**config.mk**
```make
export PLATFORM = sky130hd
export DESIGN_NAME = sosc_top
export DESIGN_NICKNAME = d
export VERILOG_FILES = /design/src/sosc_pkg.sv /design/src/sosc_edge_if.sv /design/src/sosc_sync.sv /design/src/sosc_thermal.sv /design/src/sosc_top.sv
export SDC_FILE = /design/constraint.sdc
export NUM_CORES = 1
export LEC_CHECK = 0
export BUFFER_PORTS_ARGS = -buffer_cell sky130_fd_sc_hd__buf_4
export CORE_ASPECT_RATIO = 1.75
export CORE_UTILIZATION = 32
export CTS_CLUSTER_DIAMETER = 100
export CTS_CLUSTER_SIZE = 12
export DETAILED_ROUTE_END_ITERATION = 6
export SYNTH_ARGS = -nofsm -noshare
export SYNTH_HDL_FRONTEND = slang
export SYNTH_SLANG_ARGS = --single-unit
```
**constraint.sdc**
```tcl
create_clock -name i_clk -period 2.6 [get_ports i_clk]
set_clock_uncertainty 0.15 [all_clocks]
set_input_delay 0.78 -clock i_clk [delete_from_list [all_inputs] [get_ports i_clk]]
set_output_delay 0.78 -clock i_clk [all_outputs]
set_load 0.05 [all_outputs]
```
**src/sosc_pkg.sv**
```systemverilog
package sosc_pkg;
  // ==========================================================
  // Frame and channel layout
  localparam int CHANNELS = 8;
  localparam int FRAME_BITS = 8;
  localparam int CNT_W = 3;
  localparam logic [CHANNELS-1:0] OUTPUTS_RESET = 8'h00;
  localparam logic [CHANNELS-1:0] SHIFT_RESET = 8'h00;
  // ==========================================================
  // Rejection limit and thermal restart timing
  localparam int REJECT_LIMIT = 4;
  localparam logic [2:0] REJECT_LIMIT_3 = 3'h4;
  localparam int CLK_MHZ = 50;
  localparam int PWM_ON_US = 100;
  localparam int PWM_PERIOD_US = 1000;
  localparam int PWM_ON_CYC = PWM_ON_US * CLK_MHZ;
  localparam int PWM_PERIOD_CYC = PWM_PERIOD_US * CLK_MHZ;
endpackage : sosc_pkg

```
**src/sosc_edge_if.sv**
```systemverilog
`timescale 1ns/1ps
interface sosc_edge_if;
  logic sel;
  logic rise;
  logic fall;
  logic sdi;
  logic cs_fall;
  logic cs_rise;
  modport src (output sel, output rise, output fall, output sdi, output cs_fall, output cs_rise);
  modport dst (input sel, input rise, input fall, input sdi, input cs_fall, input cs_rise);
endinterface : sosc_edge_if

```
**src/sosc_sync.sv**
```systemverilog
`timescale 1ns/1ps
module sosc_sync (
  // Clock and reset
  input wire logic i_clk,
  input wire logic i_rst,
  // Raw pins
  input wire logic i_cs_n,
  input wire logic i_sclk,
  input wire logic i_sdi,
  // Synchronised events
  sosc_edge_if.src ev
);
  // ==========================================================
  // Two-stage synchronisers plus one history stage
  logic [2:0] s1, s2, s3;
  logic [2:0] next_s1, next_s2, next_s3;
  always_comb begin
    next_s1 = {i_cs_n, i_sclk, i_sdi};
    next_s2 = s1;
    next_s3 = s2;
  end
  always_ff @(posedge i_clk) begin
    if (i_rst) begin
      s1 <= 3'h6;
      s2 <= 3'h6;
      s3 <= 3'h6;
    end else begin
      s1 <= next_s1;
      s2 <= next_s2;
      s3 <= next_s3;
    end
  end
  // Edges taken only from second and third stages
  assign ev.sel = ~s2[2];
  assign ev.sdi = s2[0];
  assign ev.rise = ~s2[2] & s2[1] & ~s3[1];
  assign ev.fall = ~s2[2] & ~s2[1] & s3[1];
  assign ev.cs_fall = ~s2[2] & s3[2];
  assign ev.cs_rise = s2[2] & ~s3[2];
endmodule : sosc_sync

```
**src/sosc_thermal.sv**
```systemverilog
`timescale 1ns/1ps
module sosc_thermal
  import sosc_pkg::*;
#(
  parameter int ON_CYC = PWM_ON_CYC,
  parameter int PERIOD_CYC = PWM_PERIOD_CYC
) (
  // Clock and reset
  input wire logic i_clk,
  input wire logic i_rst,
  // Channel request and temperature
  input wire logic i_req,
  input wire logic i_hot,
  // Gated drive
  output logic o_drive
);
  // ==========================================================
  // Low duty restart cycle while hot
  logic [31:0] cnt, next_cnt;
  always_comb begin
    next_cnt = cnt;
    if (!i_hot) next_cnt = 32'h0;
    else if (cnt >= 32'(PERIOD_CYC - 1)) next_cnt = 32'h0;
    else next_cnt = cnt + 32'h1;
  end
  always_ff @(posedge i_clk) begin
    if (i_rst) cnt <= 32'h0;
    else cnt <= next_cnt;
  end
  // Hot channel only drives in short restart window
  assign o_drive = i_req & (~i_hot | (cnt < 32'(ON_CYC)));
endmodule : sosc_thermal

```
**src/sosc_top.sv**
```systemverilog
`timescale 1ns/1ps
module sosc_top
  import sosc_pkg::*;
#(
  parameter int ON_CYC = PWM_ON_CYC,
  parameter int PERIOD_CYC = PWM_PERIOD_CYC
) (
  // Clock and reset
  input wire logic i_clk,
  input wire logic i_rst,
  // Serial pins
  input wire logic i_cs_n,
  input wire logic i_sclk,
  input wire logic i_sdi,
  output logic o_sdo,
  output logic o_sdo_oe_n,
  // Control and status pins
  input wire logic i_output_disable_n,
  input wire logic [CHANNELS-1:0] i_overtemp,
  input wire logic i_supply_low,
  output logic [CHANNELS-1:0] o_switch_outputs,
  output logic o_common_fault_flag_n,
  output logic o_common_fault_flag_oe_n
);
  // ==========================================================
  // Pin synchronisers for asynchronous status inputs
  logic [CHANNELS+1:0] st1, st2;
  logic [CHANNELS+1:0] next_st1, next_st2;
  // Next stage values; reset shows disable released and supply good, so no false fault follows reset
  always_comb begin
    next_st1 = {i_output_disable_n, i_supply_low, i_overtemp};
    next_st2 = st1;
  end
  always_ff @(posedge i_clk) begin
    if (i_rst) begin
      st1 <= {2'h2, {CHANNELS{1'b0}}};
      st2 <= {2'h2, {CHANNELS{1'b0}}};
    end else begin
      st1 <= next_st1;
      st2 <= next_st2;
    end
  end
  logic dis_act;
  logic [CHANNELS-1:0] hot;
  logic uv;
  assign dis_act = ~st2[CHANNELS+1];
  assign uv = st2[CHANNELS];
  assign hot = st2[CHANNELS-1:0];

  // ==========================================================
  // Serial event extraction
  sosc_edge_if ev ();
  sosc_sync u_sync (
    .i_clk(i_clk),
    .i_rst(i_rst),
    .i_cs_n(i_cs_n),
    .i_sclk(i_sclk),
    .i_sdi(i_sdi),
    .ev(ev)
  );

  // ==========================================================
  // Shift register, counter, latch and rejection state
  logic [FRAME_BITS-1:0] shreg, next_shreg;
  logic [CNT_W-1:0] bitcnt, next_bitcnt;
  logic any_clk, next_any_clk;
  logic [CHANNELS-1:0] latch, next_latch;
  logic [2:0] rejects, next_rejects;
  logic forced_off, next_forced_off;
  logic sdo, next_sdo;
  logic sdo_oe_n, next_sdo_oe_n;
  logic valid;
  // is relied on: select edges occur with clock high, so no false edge is seen
  assign valid = any_clk & (bitcnt == '0); // Multiple of 8, zero clocks is not valid
  always_comb begin
    next_shreg = shreg;
    next_bitcnt = bitcnt;
    next_any_clk = any_clk;
    next_latch = latch;
    next_rejects = rejects;
    next_forced_off = forced_off;
    next_sdo = sdo;
    next_sdo_oe_n = sdo_oe_n;
    if (dis_act) begin
      next_shreg = SHIFT_RESET; // Disable clears registers
      next_bitcnt = '0;
      next_any_clk = 1'b0;
      next_latch = OUTPUTS_RESET; // Outputs off until new data
      next_rejects = 3'h0;
      next_forced_off = 1'b0;
      next_sdo_oe_n = 1'b1;
    end else if (ev.cs_fall) begin
      next_bitcnt = '0;
      next_any_clk = 1'b0;
      next_sdo = shreg[FRAME_BITS-1]; // Drive current top bit
      next_sdo_oe_n = 1'b0;
    end else if (ev.cs_rise) begin
      next_sdo_oe_n = 1'b1; // Release output
      if (valid) begin
        next_latch = shreg; // Bit 7 to channel 7
        next_rejects = 3'h0;
        next_forced_off = 1'b0;
      end else begin
        if (rejects < REJECT_LIMIT_3) next_rejects = rejects + 3'h1;
        if (rejects + 3'h1 >= REJECT_LIMIT_3) next_forced_off = 1'b1;
      end
    end else if (ev.sel) begin
      if (ev.rise) begin
        next_shreg = {shreg[FRAME_BITS-2:0], ev.sdi}; // MSB first
        next_bitcnt = bitcnt + 3'h1; // Modulo 8 count
        next_any_clk = 1'b1;
      end
      if (ev.fall) next_sdo = shreg[FRAME_BITS-1]; // Advance after falling edge
    end else begin
      next_sdo_oe_n = 1'b1; // Deselected: ignore pins, release output
    end
  end
  always_ff @(posedge i_clk) begin
    if (i_rst) begin
      shreg <= SHIFT_RESET;
      bitcnt <= '0;
      any_clk <= 1'b0;
      latch <= OUTPUTS_RESET;
      rejects <= 3'h0;
      forced_off <= 1'b0;
      sdo <= 1'b0;
      sdo_oe_n <= 1'b1;
    end else begin
      shreg <= next_shreg;
      bitcnt <= next_bitcnt;
      any_clk <= next_any_clk;
      latch <= next_latch;
      rejects <= next_rejects;
      forced_off <= next_forced_off;
      sdo <= next_sdo;
      sdo_oe_n <= next_sdo_oe_n;
    end
  end

  // ==========================================================
  // Per-channel thermal restart
  logic [CHANNELS-1:0] drive;
  genvar g;
  generate
    for (g = 0; g < CHANNELS; g++) begin : g_ch
      sosc_thermal #(
        .ON_CYC(ON_CYC),
        .PERIOD_CYC(PERIOD_CYC)
      ) u_th (
        .i_clk(i_clk),
        .i_rst(i_rst),
        .i_req(latch[g]),
        .i_hot(hot[g]),
        .o_drive(drive[g])
      );
    end
  endgenerate

  // ==========================================================
  // Registered outputs
  logic [CHANNELS-1:0] next_out;
  logic next_fault_n;
  always_comb begin
    next_out = (dis_act | forced_off) ? OUTPUTS_RESET : drive; // One drives, zero off
    next_fault_n = ~((|hot) | uv); // OR-ed fault, low active
  end
  always_ff @(posedge i_clk) begin
    if (i_rst) begin
      o_switch_outputs <= OUTPUTS_RESET;
      o_common_fault_flag_n <= 1'b1;
      o_common_fault_flag_oe_n <= 1'b1;
      o_sdo <= 1'b0;
      o_sdo_oe_n <= 1'b1;
    end else begin
      o_switch_outputs <= next_out;
      o_common_fault_flag_n <= next_fault_n;
      o_common_fault_flag_oe_n <= next_fault_n; // Open drain pulls low only on fault
      o_sdo <= next_sdo;
      o_sdo_oe_n <= next_sdo_oe_n;
    end
  end

  // ==========================================================
  // Assertions on the serial output
  // Output stays released while deselected
  a_sdo_released: assert property (@(posedge i_clk) disable iff (i_rst)
    (st2[CHANNELS+1] && $past(ev.sel) == 1'b0) |-> o_sdo_oe_n)
    else $error("serial output driven while deselected");
  // Select low drives the output on the next cycle
  a_sdo_driven: assert property (@(posedge i_clk) disable iff (i_rst)
    (ev.cs_fall && !dis_act) |=> !o_sdo_oe_n)
    else $error("serial output not driven after select");
  // First bit shown is the current top bit
  a_start_bit: assert property (@(posedge i_clk) disable iff (i_rst)
    (ev.cs_fall && !dis_act) |=> o_sdo == $past(shreg[FRAME_BITS-1]))
    else $error("first serial output bit wrong");
  // Select high releases the output
  a_rise_release: assert property (@(posedge i_clk) disable iff (i_rst)
    (ev.cs_rise) |=> o_sdo_oe_n)
    else $error("serial output not released");
  // Falling clock advances to the next top bit
  a_sdo_advance: assert property (@(posedge i_clk) disable iff (i_rst)
    (ev.sel && ev.fall && !dis_act) |=> o_sdo == $past(shreg[FRAME_BITS-1]))
    else $error("serial output did not advance");
  // Output bit holds between falling clocks
  a_sdo_hold: assert property (@(posedge i_clk) disable iff (i_rst)
    (ev.sel && !ev.fall && !ev.cs_fall && !dis_act) |=> $stable(o_sdo))
    else $error("serial output changed without falling clock");

  // ==========================================================
  // Assertions on framing and latching
  // Rising clock shifts the input bit in
  a_shift_in: assert property (@(posedge i_clk) disable iff (i_rst)
    (ev.sel && ev.rise && !ev.cs_fall && !dis_act) |=> shreg[0] == $past(ev.sdi))
    else $error("input bit not shifted in");
  // Register moves only on a rising clock while selected
  a_shift_hold: assert property (@(posedge i_clk) disable iff (i_rst)
    (!dis_act && !(ev.sel && ev.rise)) |=> $stable(shreg))
    else $error("shift register moved without clock");
  // Each rising clock advances the modulo count
  a_count_step: assert property (@(posedge i_clk) disable iff (i_rst)
    (ev.sel && ev.rise && !ev.cs_fall && !dis_act) |=> bitcnt == $past(bitcnt) + 3'h1)
    else $error("clock count did not advance");
  // Select low restarts the count
  a_count_restart: assert property (@(posedge i_clk) disable iff (i_rst)
    (ev.cs_fall && !dis_act) |=> (bitcnt == '0 && !any_clk))
    else $error("clock count not restarted");
  // Clock and data are ignored while deselected
  a_ignore_deselect: assert property (@(posedge i_clk) disable iff (i_rst)
    (!ev.sel && !ev.cs_rise && !dis_act) |=> ($stable(latch) && $stable(bitcnt)))
    else $error("deselected activity changed state");
  // Valid frame is copied into the latch
  a_latch_valid: assert property (@(posedge i_clk) disable iff (i_rst)
    (ev.cs_rise && valid && !dis_act) |=> latch == $past(shreg))
    else $error("valid frame not latched");
  // Latch changes only on a rising select
  a_latch_hold: assert property (@(posedge i_clk) disable iff (i_rst)
    (!ev.cs_rise && !dis_act) |=> $stable(latch))
    else $error("latch changed without rising select");
  // Rejected frame keeps the latch
  a_latch_keep: assert property (@(posedge i_clk) disable iff (i_rst)
    (ev.cs_rise && !valid && !dis_act) |=> $stable(latch))
    else $error("rejected frame changed outputs");
  // Rejected frame advances the reject count
  a_reject_count: assert property (@(posedge i_clk) disable iff (i_rst)
    (ev.cs_rise && !valid && !dis_act && rejects < REJECT_LIMIT_3) |=> rejects == $past(rejects) + 3'h1)
    else $error("reject count did not advance");
  // Accepted frame clears the count and the forced off state
  a_accept_clears: assert property (@(posedge i_clk) disable iff (i_rst)
    (ev.cs_rise && valid && !dis_act) |=> (rejects == 3'h0 && !forced_off))
    else $error("accepted frame did not clear rejects");
  // Fourth reject in a row forces the outputs off
  a_fourth_reject: assert property (@(posedge i_clk) disable iff (i_rst)
    (ev.cs_rise && !valid && !dis_act && rejects == REJECT_LIMIT_3 - 3'h1) |=> forced_off)
    else $error("fourth reject did not force outputs off");

  // ==========================================================
  // Assertions on the switch outputs and fault flag
  // Forced off state blanks every output
  a_reject_off: assert property (@(posedge i_clk) disable iff (i_rst)
    (forced_off) |=> o_switch_outputs == OUTPUTS_RESET)
    else $error("outputs on after four rejects");
  // Disable blanks outputs and latch
  a_disable_off: assert property (@(posedge i_clk) disable iff (i_rst)
    (dis_act) |=> (o_switch_outputs == OUTPUTS_RESET && latch == OUTPUTS_RESET))
    else $error("outputs not off under disable");
  // Disable clears the input registers and reject state
  a_disable_regs: assert property (@(posedge i_clk) disable iff (i_rst)
    (dis_act) |=> (shreg == SHIFT_RESET && rejects == 3'h0 && !forced_off && o_sdo_oe_n))
    else $error("registers not cleared under disable");
  // Cool channels follow their latch bit whatever hot channels do
  a_cool_follow: assert property (@(posedge i_clk) disable iff (i_rst)
    (!dis_act && !forced_off) |=> ((o_switch_outputs & ~$past(hot)) == ($past(latch) & ~$past(hot))))
    else $error("cool channel output differs from latch");
  // Any fault pulls the flag low
  a_fault_flag: assert property (@(posedge i_clk) disable iff (i_rst)
    ((|hot) || uv) |=> !o_common_fault_flag_n)
    else $error("fault flag not low on fault");
  // No fault keeps the flag high
  a_fault_clear: assert property (@(posedge i_clk) disable iff (i_rst)
    (!(|hot) && !uv) |=> o_common_fault_flag_n)
    else $error("fault flag low without fault");
endmodule : sosc_top

```
[Word level (Yosys, flattened, before mapping)]
Cells that the tools add are included.
Operators by class
  add/subtract/negate cells: 10
  mux-type cells: 11
  reduce and logical (&&, ||, !) cells: 23
  equal/unequal tests: 2
  $lt $le $gt $ge: 18
  bitwise operators: 41
Operators by type and width (number)
  $add A32 B1 Y32 const B: 8
  $ge A32 B16 Y1 const B: 8
  $lt A32 B13 Y1 const B: 8
  $reduce_or A3 Y1: 9
  $not A1 Y1: 16
  $and A1 B1 Y1: 15
  $reduce_and A3 Y1: 4
  $or A1 B1 Y1: 10
  $mux W1: 9
  $reduce_and A4 Y1: 2
  $reduce_or A8 Y1: 1
  $add A3 B1 Y3 const B: 2
  $mux W3: 2
  $reduce_bool A2 Y1: 3
  $ne A2 B2 Y1 const B: 2
  $reduce_or A2 Y1: 2
  $ge A3 B3 Y1 const B: 1
  $logic_not A3 Y1: 1
  $lt A3 B3 Y1 const B: 1
  $reduce_bool A3 Y1: 1
Storage, ports and cells
  word-level logic and storage cells: 128
  bits in registers: 320
  bits of input ports: 15

[Depth between registers and ports, before layout]
  depth after elaboration: 7
  gate-level depth with buffers: 7
  gate-level depth less buffers: 6

[Modules after synthesis]
Synthesis repeated with hierarchy kept, for this count alone.
Second synthesis, totals
  cell total of the unflattened synthesis: 1127
  area total of the unflattened synthesis: 11247.0 um^2
By module, submodules not included
  sosc_thermal: instances 8, sequential area each 640.6 um^2, area each 1131.1 um^2, cells an instance 115
  sosc_top: instances 1, sequential area each 1101.1 um^2, area each 1956.9 um^2, cells an instance 186
  sosc_sync: instances 1, sequential area each 160.2 um^2, area each 241.5 um^2, cells an instance 21

[Least setup slack after synthesis]
OpenSTA, ideal clock, no wires.
  path type: input to register
  start point: input i_rst
  end point: register g_ch[1].u_th.cnt[10]
  required time: 2.377 ns
  cell stages on the path: 5
  buffers on the path: 3
  data arrival time: 1.809 ns
  path slack: 0.568 ns
  path through: clkbuf_1 -> or3b_2 -> clkbuf_2 -> buf_6 -> nor3_2
On the way
  cells in the longest elaborated chain, start to end: 1
Ends and longest elaborated chain
  start: declaration: line sosc_top.sv:10  | input wire logic i_rst,
  $reduce_or A3 Y1 (no line)
  end signal: assignment: line sosc_thermal.sv:28  | else cnt <= next_cnt;
  end: declaration: line sosc_thermal.sv:19  | logic [31:0] cnt, next_cnt;
Every way passes these cells.
A chain may end at the register's enable or synchronous reset.

[Worst setup path after layout]
  start point: register g_ch[1].u_th.cnt[0]
  end point: register g_ch[1].u_th.cnt[7]
On the way
  cells in the longest elaborated chain, start to end: 2
  elaborated cells on any way between the ends: 3
Ends and longest elaborated chain
  $ge A32 B16 Y1: line sosc_thermal.sv:23  | else if (cnt >= 32'(PERIOD_CYC - 1)) next_cnt = 32'h0;
  $reduce_or A3 Y1 (no line)
Several ways; a longest one is shown, not always the timed one.

==> impl_metrics.ini <==
[hold_path]
hp-class = reg2reg
min_from = next_st2[9]$_SDFF_PP1_
min_to = st2[9]$_SDFF_PP1_
worstHoldPathCells = 1

[power]
ir_worst_vdd_v = 0.000633
cellPowerDensity_mw_per_mm2 = 686
p_leak_nw = 4.24
fin_total_pwr_mw = 8.88

[setup_path]
cp_slowest_cell = o311ai_2
reg2reg_to = g_ch[1].u_th.cnt[7]$_SDFF_PP0_
crit_chain = ha_1, nand3_1, nor3b_1, o311ai_2, buf_4, nor3_1
crit_path_max_fanout = 9
r2r_start = g_ch[1].u_th.cnt[0]$_SDFF_PP0_
rr_worst_depth = 6
critPathKind = reg2reg
critical_path_buf_inv_count = 1
cp.required_ns = 2.87
startpoint_type = register
crit_family = compound AO/OA/AOI/OAI gates
slowest_delay_ns = 0.71
rrSetupSlack_ns = 0.35
worst-endpoint-arrival_ns = 2.52
endpoint_kind = register

[place]
gp_routability_congestion = 0.794
hpwlAfterDp_um = 14000
port_buffers = 26

[synth]
postSynthCellCount = 1075
synthXorXnorAreaFrac = 0.0905
synth_area_per_cell_um2 = 10.3
synth.ff_latch_count = 319
synth_top_family_by_area = simple AND/OR/NAND/NOR gates
ys_seq_area_frac = 0.579
yosysUniqueCellTypes = 50
synth.most_common_cell = dfxtp_1
synth_common_cells = 319 x dfxtp_1, 138 x nor2_1, 98 x xnor2_1, 78 x nor4_1, 57 x nand2_1
synthAdderAreaFrac = 0.0125
synth-compound-area-share = 0.0399
syn_area_mm2 = 0.0110
yosysTopAreaCell = dfxtp_1
ys_warn_count = 0
synthSimpleGateAreaFrac = 0.242
synth_edf_count = 0
ys.flop_type = dfxtp_1
yosys-top-cells-area = dfxtp_1 58%, xnor2_1 7.8%, nor2_1 4.7%, nor4_1 4.4%, nand3_1 2.4%
synth_top_area_frac = 0.579
synthMuxAreaShare = 0.00817
synth-async-reset-ratio = 0

[clocking]
clk_pin_slew_ns = 0.06
clock-sinks = 319
cts_root_buf = clkbuf_16
htreeDepth = 1
numCtsBuffers = 30
cts_tree = yes
clock_path_buffers = 3
ctsHoldBuffers = 0
insertion_delay_ns = 0.56
cts.repair.resized = 0
post_cts_buffers = 0

[floorplanning]
start_util = 0.326
io_pins = 27
die_w_um = 142
rows = 89
dieArea_mm2 = 0.0352
core-area_mm2 = 0.0339
die_y_um = 248

[timing]
fmax_mhz = 445
tightest_slew_ns = 0.806
relSlewSlack = 0.462
finalHoldViolCount = 0
rsz0062_at_grt = false
finalCriticalPeriod_ns = 2.25
setup_tns_ns = 0
setup_viol = 0
maxSlewViolCount = 0
fin_crit_sh = 0.865
holdWs_ns = 0.263

[detailed_routing]
via_count = 7517
drt.antenna.violating_nets = 0
drc_errors = 0
routedWlPerCell_um = 11.7
first_pass_iters = 4
wirelength_um = 19800
drt_iter0_drc = 296
via_per_inst = 4.44

[global_routing]
grt_pass1_vias = 7406
grt_first_pass_wirelength_um = 34000
antenna_found_initial = 0
overflow = 0
track_usage = 0.118
grt_max_degree = 23

[final_layout]
area_growth_pct = 17.3
diodes = 0
drive_gt1_frac = 0.0905
fin_nets = 1264
fillers = 3456

[outcome]
status = finished clean

[job]
max_cap_viol_count = 0
==> registers in the layout (all words and copies together) (netlist names), 8 cells and up <==
signal / cells
g_ch.u_th.cnt: 256
o_switch_outputs: 8
next_st2: 10
latch: 8
shreg: 8
st2: 10
==> per-stage QoR <==
stage	util	cells	setup slack [ns]	instance area [um2]
floorplan	-	1202	0.568	11500
global placement	0.359	1661	0.292	12200
detailed placement	0.359	1661	0.253	12200
CTS	0.382	1693	0.333	12900
global route	0.382	1693	0.168	12900
finish	0.382	1693	0.350	12900
==> cells in the final DEF (no fill, tap or decap), types with 6 or more instances in the layout <==
cell,netlist,routed
a21oi_1,20,20
and4_1,7,7
buf_4,3,38
clkbuf_16,0,30
conb_1,1,128
dfxtp_1,319,319
ha_1,11,11
inv_1,30,30
mux2i_1,9,9
nand2_1,57,57
nand2b_1,8,8
nand3_1,52,52
nand4_1,36,36
nor2_1,138,138
nor2_4,8,8
nor2b_1,21,21
nor3_1,45,45
nor3_2,17,17
nor4_1,78,78
o311ai_0,6,6
o41ai_1,6,6
or2_2,8,8
or4_1,10,10
xnor2_1,98,98
xor2_1,16,16
==> worst max path at each step <==
stage	start	end	slack (ns)	cells past startpoint
finish	g_ch[1].u_th.cnt[0]$_SDFF_PP0_	g_ch[1].u_th.cnt[7]$_SDFF_PP0_	0.35	6
floorplan	i_rst	g_ch[1].u_th.cnt[10]$_SDFF_PP0_	0.57	5
global placement	i_rst	g_ch[0].u_th.cnt[6]$_SDFF_PP0_	0.29	4
CTS	g_ch[1].u_th.cnt[0]$_SDFF_PP0_	g_ch[1].u_th.cnt[7]$_SDFF_PP0_	0.33	6
global route	g_ch[1].u_th.cnt[0]$_SDFF_PP0_	g_ch[1].u_th.cnt[6]$_SDFF_PP0_	0.17	6
detailed placement	i_rst	g_ch[0].u_th.cnt[5]$_SDFF_PP0_	0.25	4
==> logic make-up after synthesis <==
group,count (synthesis)
other,1
adder cells (fa/ha/maj),11
AND/OR/NAND/NOR,499
multiplexers,9
XOR/XNOR,114
AO/OA/AOI/OAI,58
buffers and inverters,64
flip-flops,319
==> cell type report <==
class	count	area, um2	share of cell area
multi-input combinational	819	4820	0.372
timing repair buffer	38	285	0.0220
sequential	319	6390	0.493
tap	455	569	0.0440
clock inverter	2	23.8	0.00184
clock buffer	30	751	0.0580
inverter	30	113	0.00870
==> worst register-to-register path: stages (launching register included) <==
cell,delay [ns]
dfxtp_1,0.37
ha_1,0.22
nand3_1,0.11
nor3b_1,0.16
o311ai_2,0.71
buf_4,0.32
nor3_1,0.07
==> where the power goes <==
part	switching, mW	internal, mW	total (mW)	leakage, nW
registers	0.0385	5.02	5.06	2.62
clock network	1.67	2.03	3.70	0.377
logic	0.0750	0.0502	0.125	1.24
total	1.79	7.09	8.88	4.24
==> per-layer routing <==
| metal | track usage | wire [um] |
|---|---|---|
| met5 | 0 | 0 |
| met2 | 0.227 | 10600 |
| met3 | 0.0170 | 615 |
| met1 | 0.123 | 7960 |
| met4 | 0.0547 | 600 |
Power figures use the tool's default switching activity.
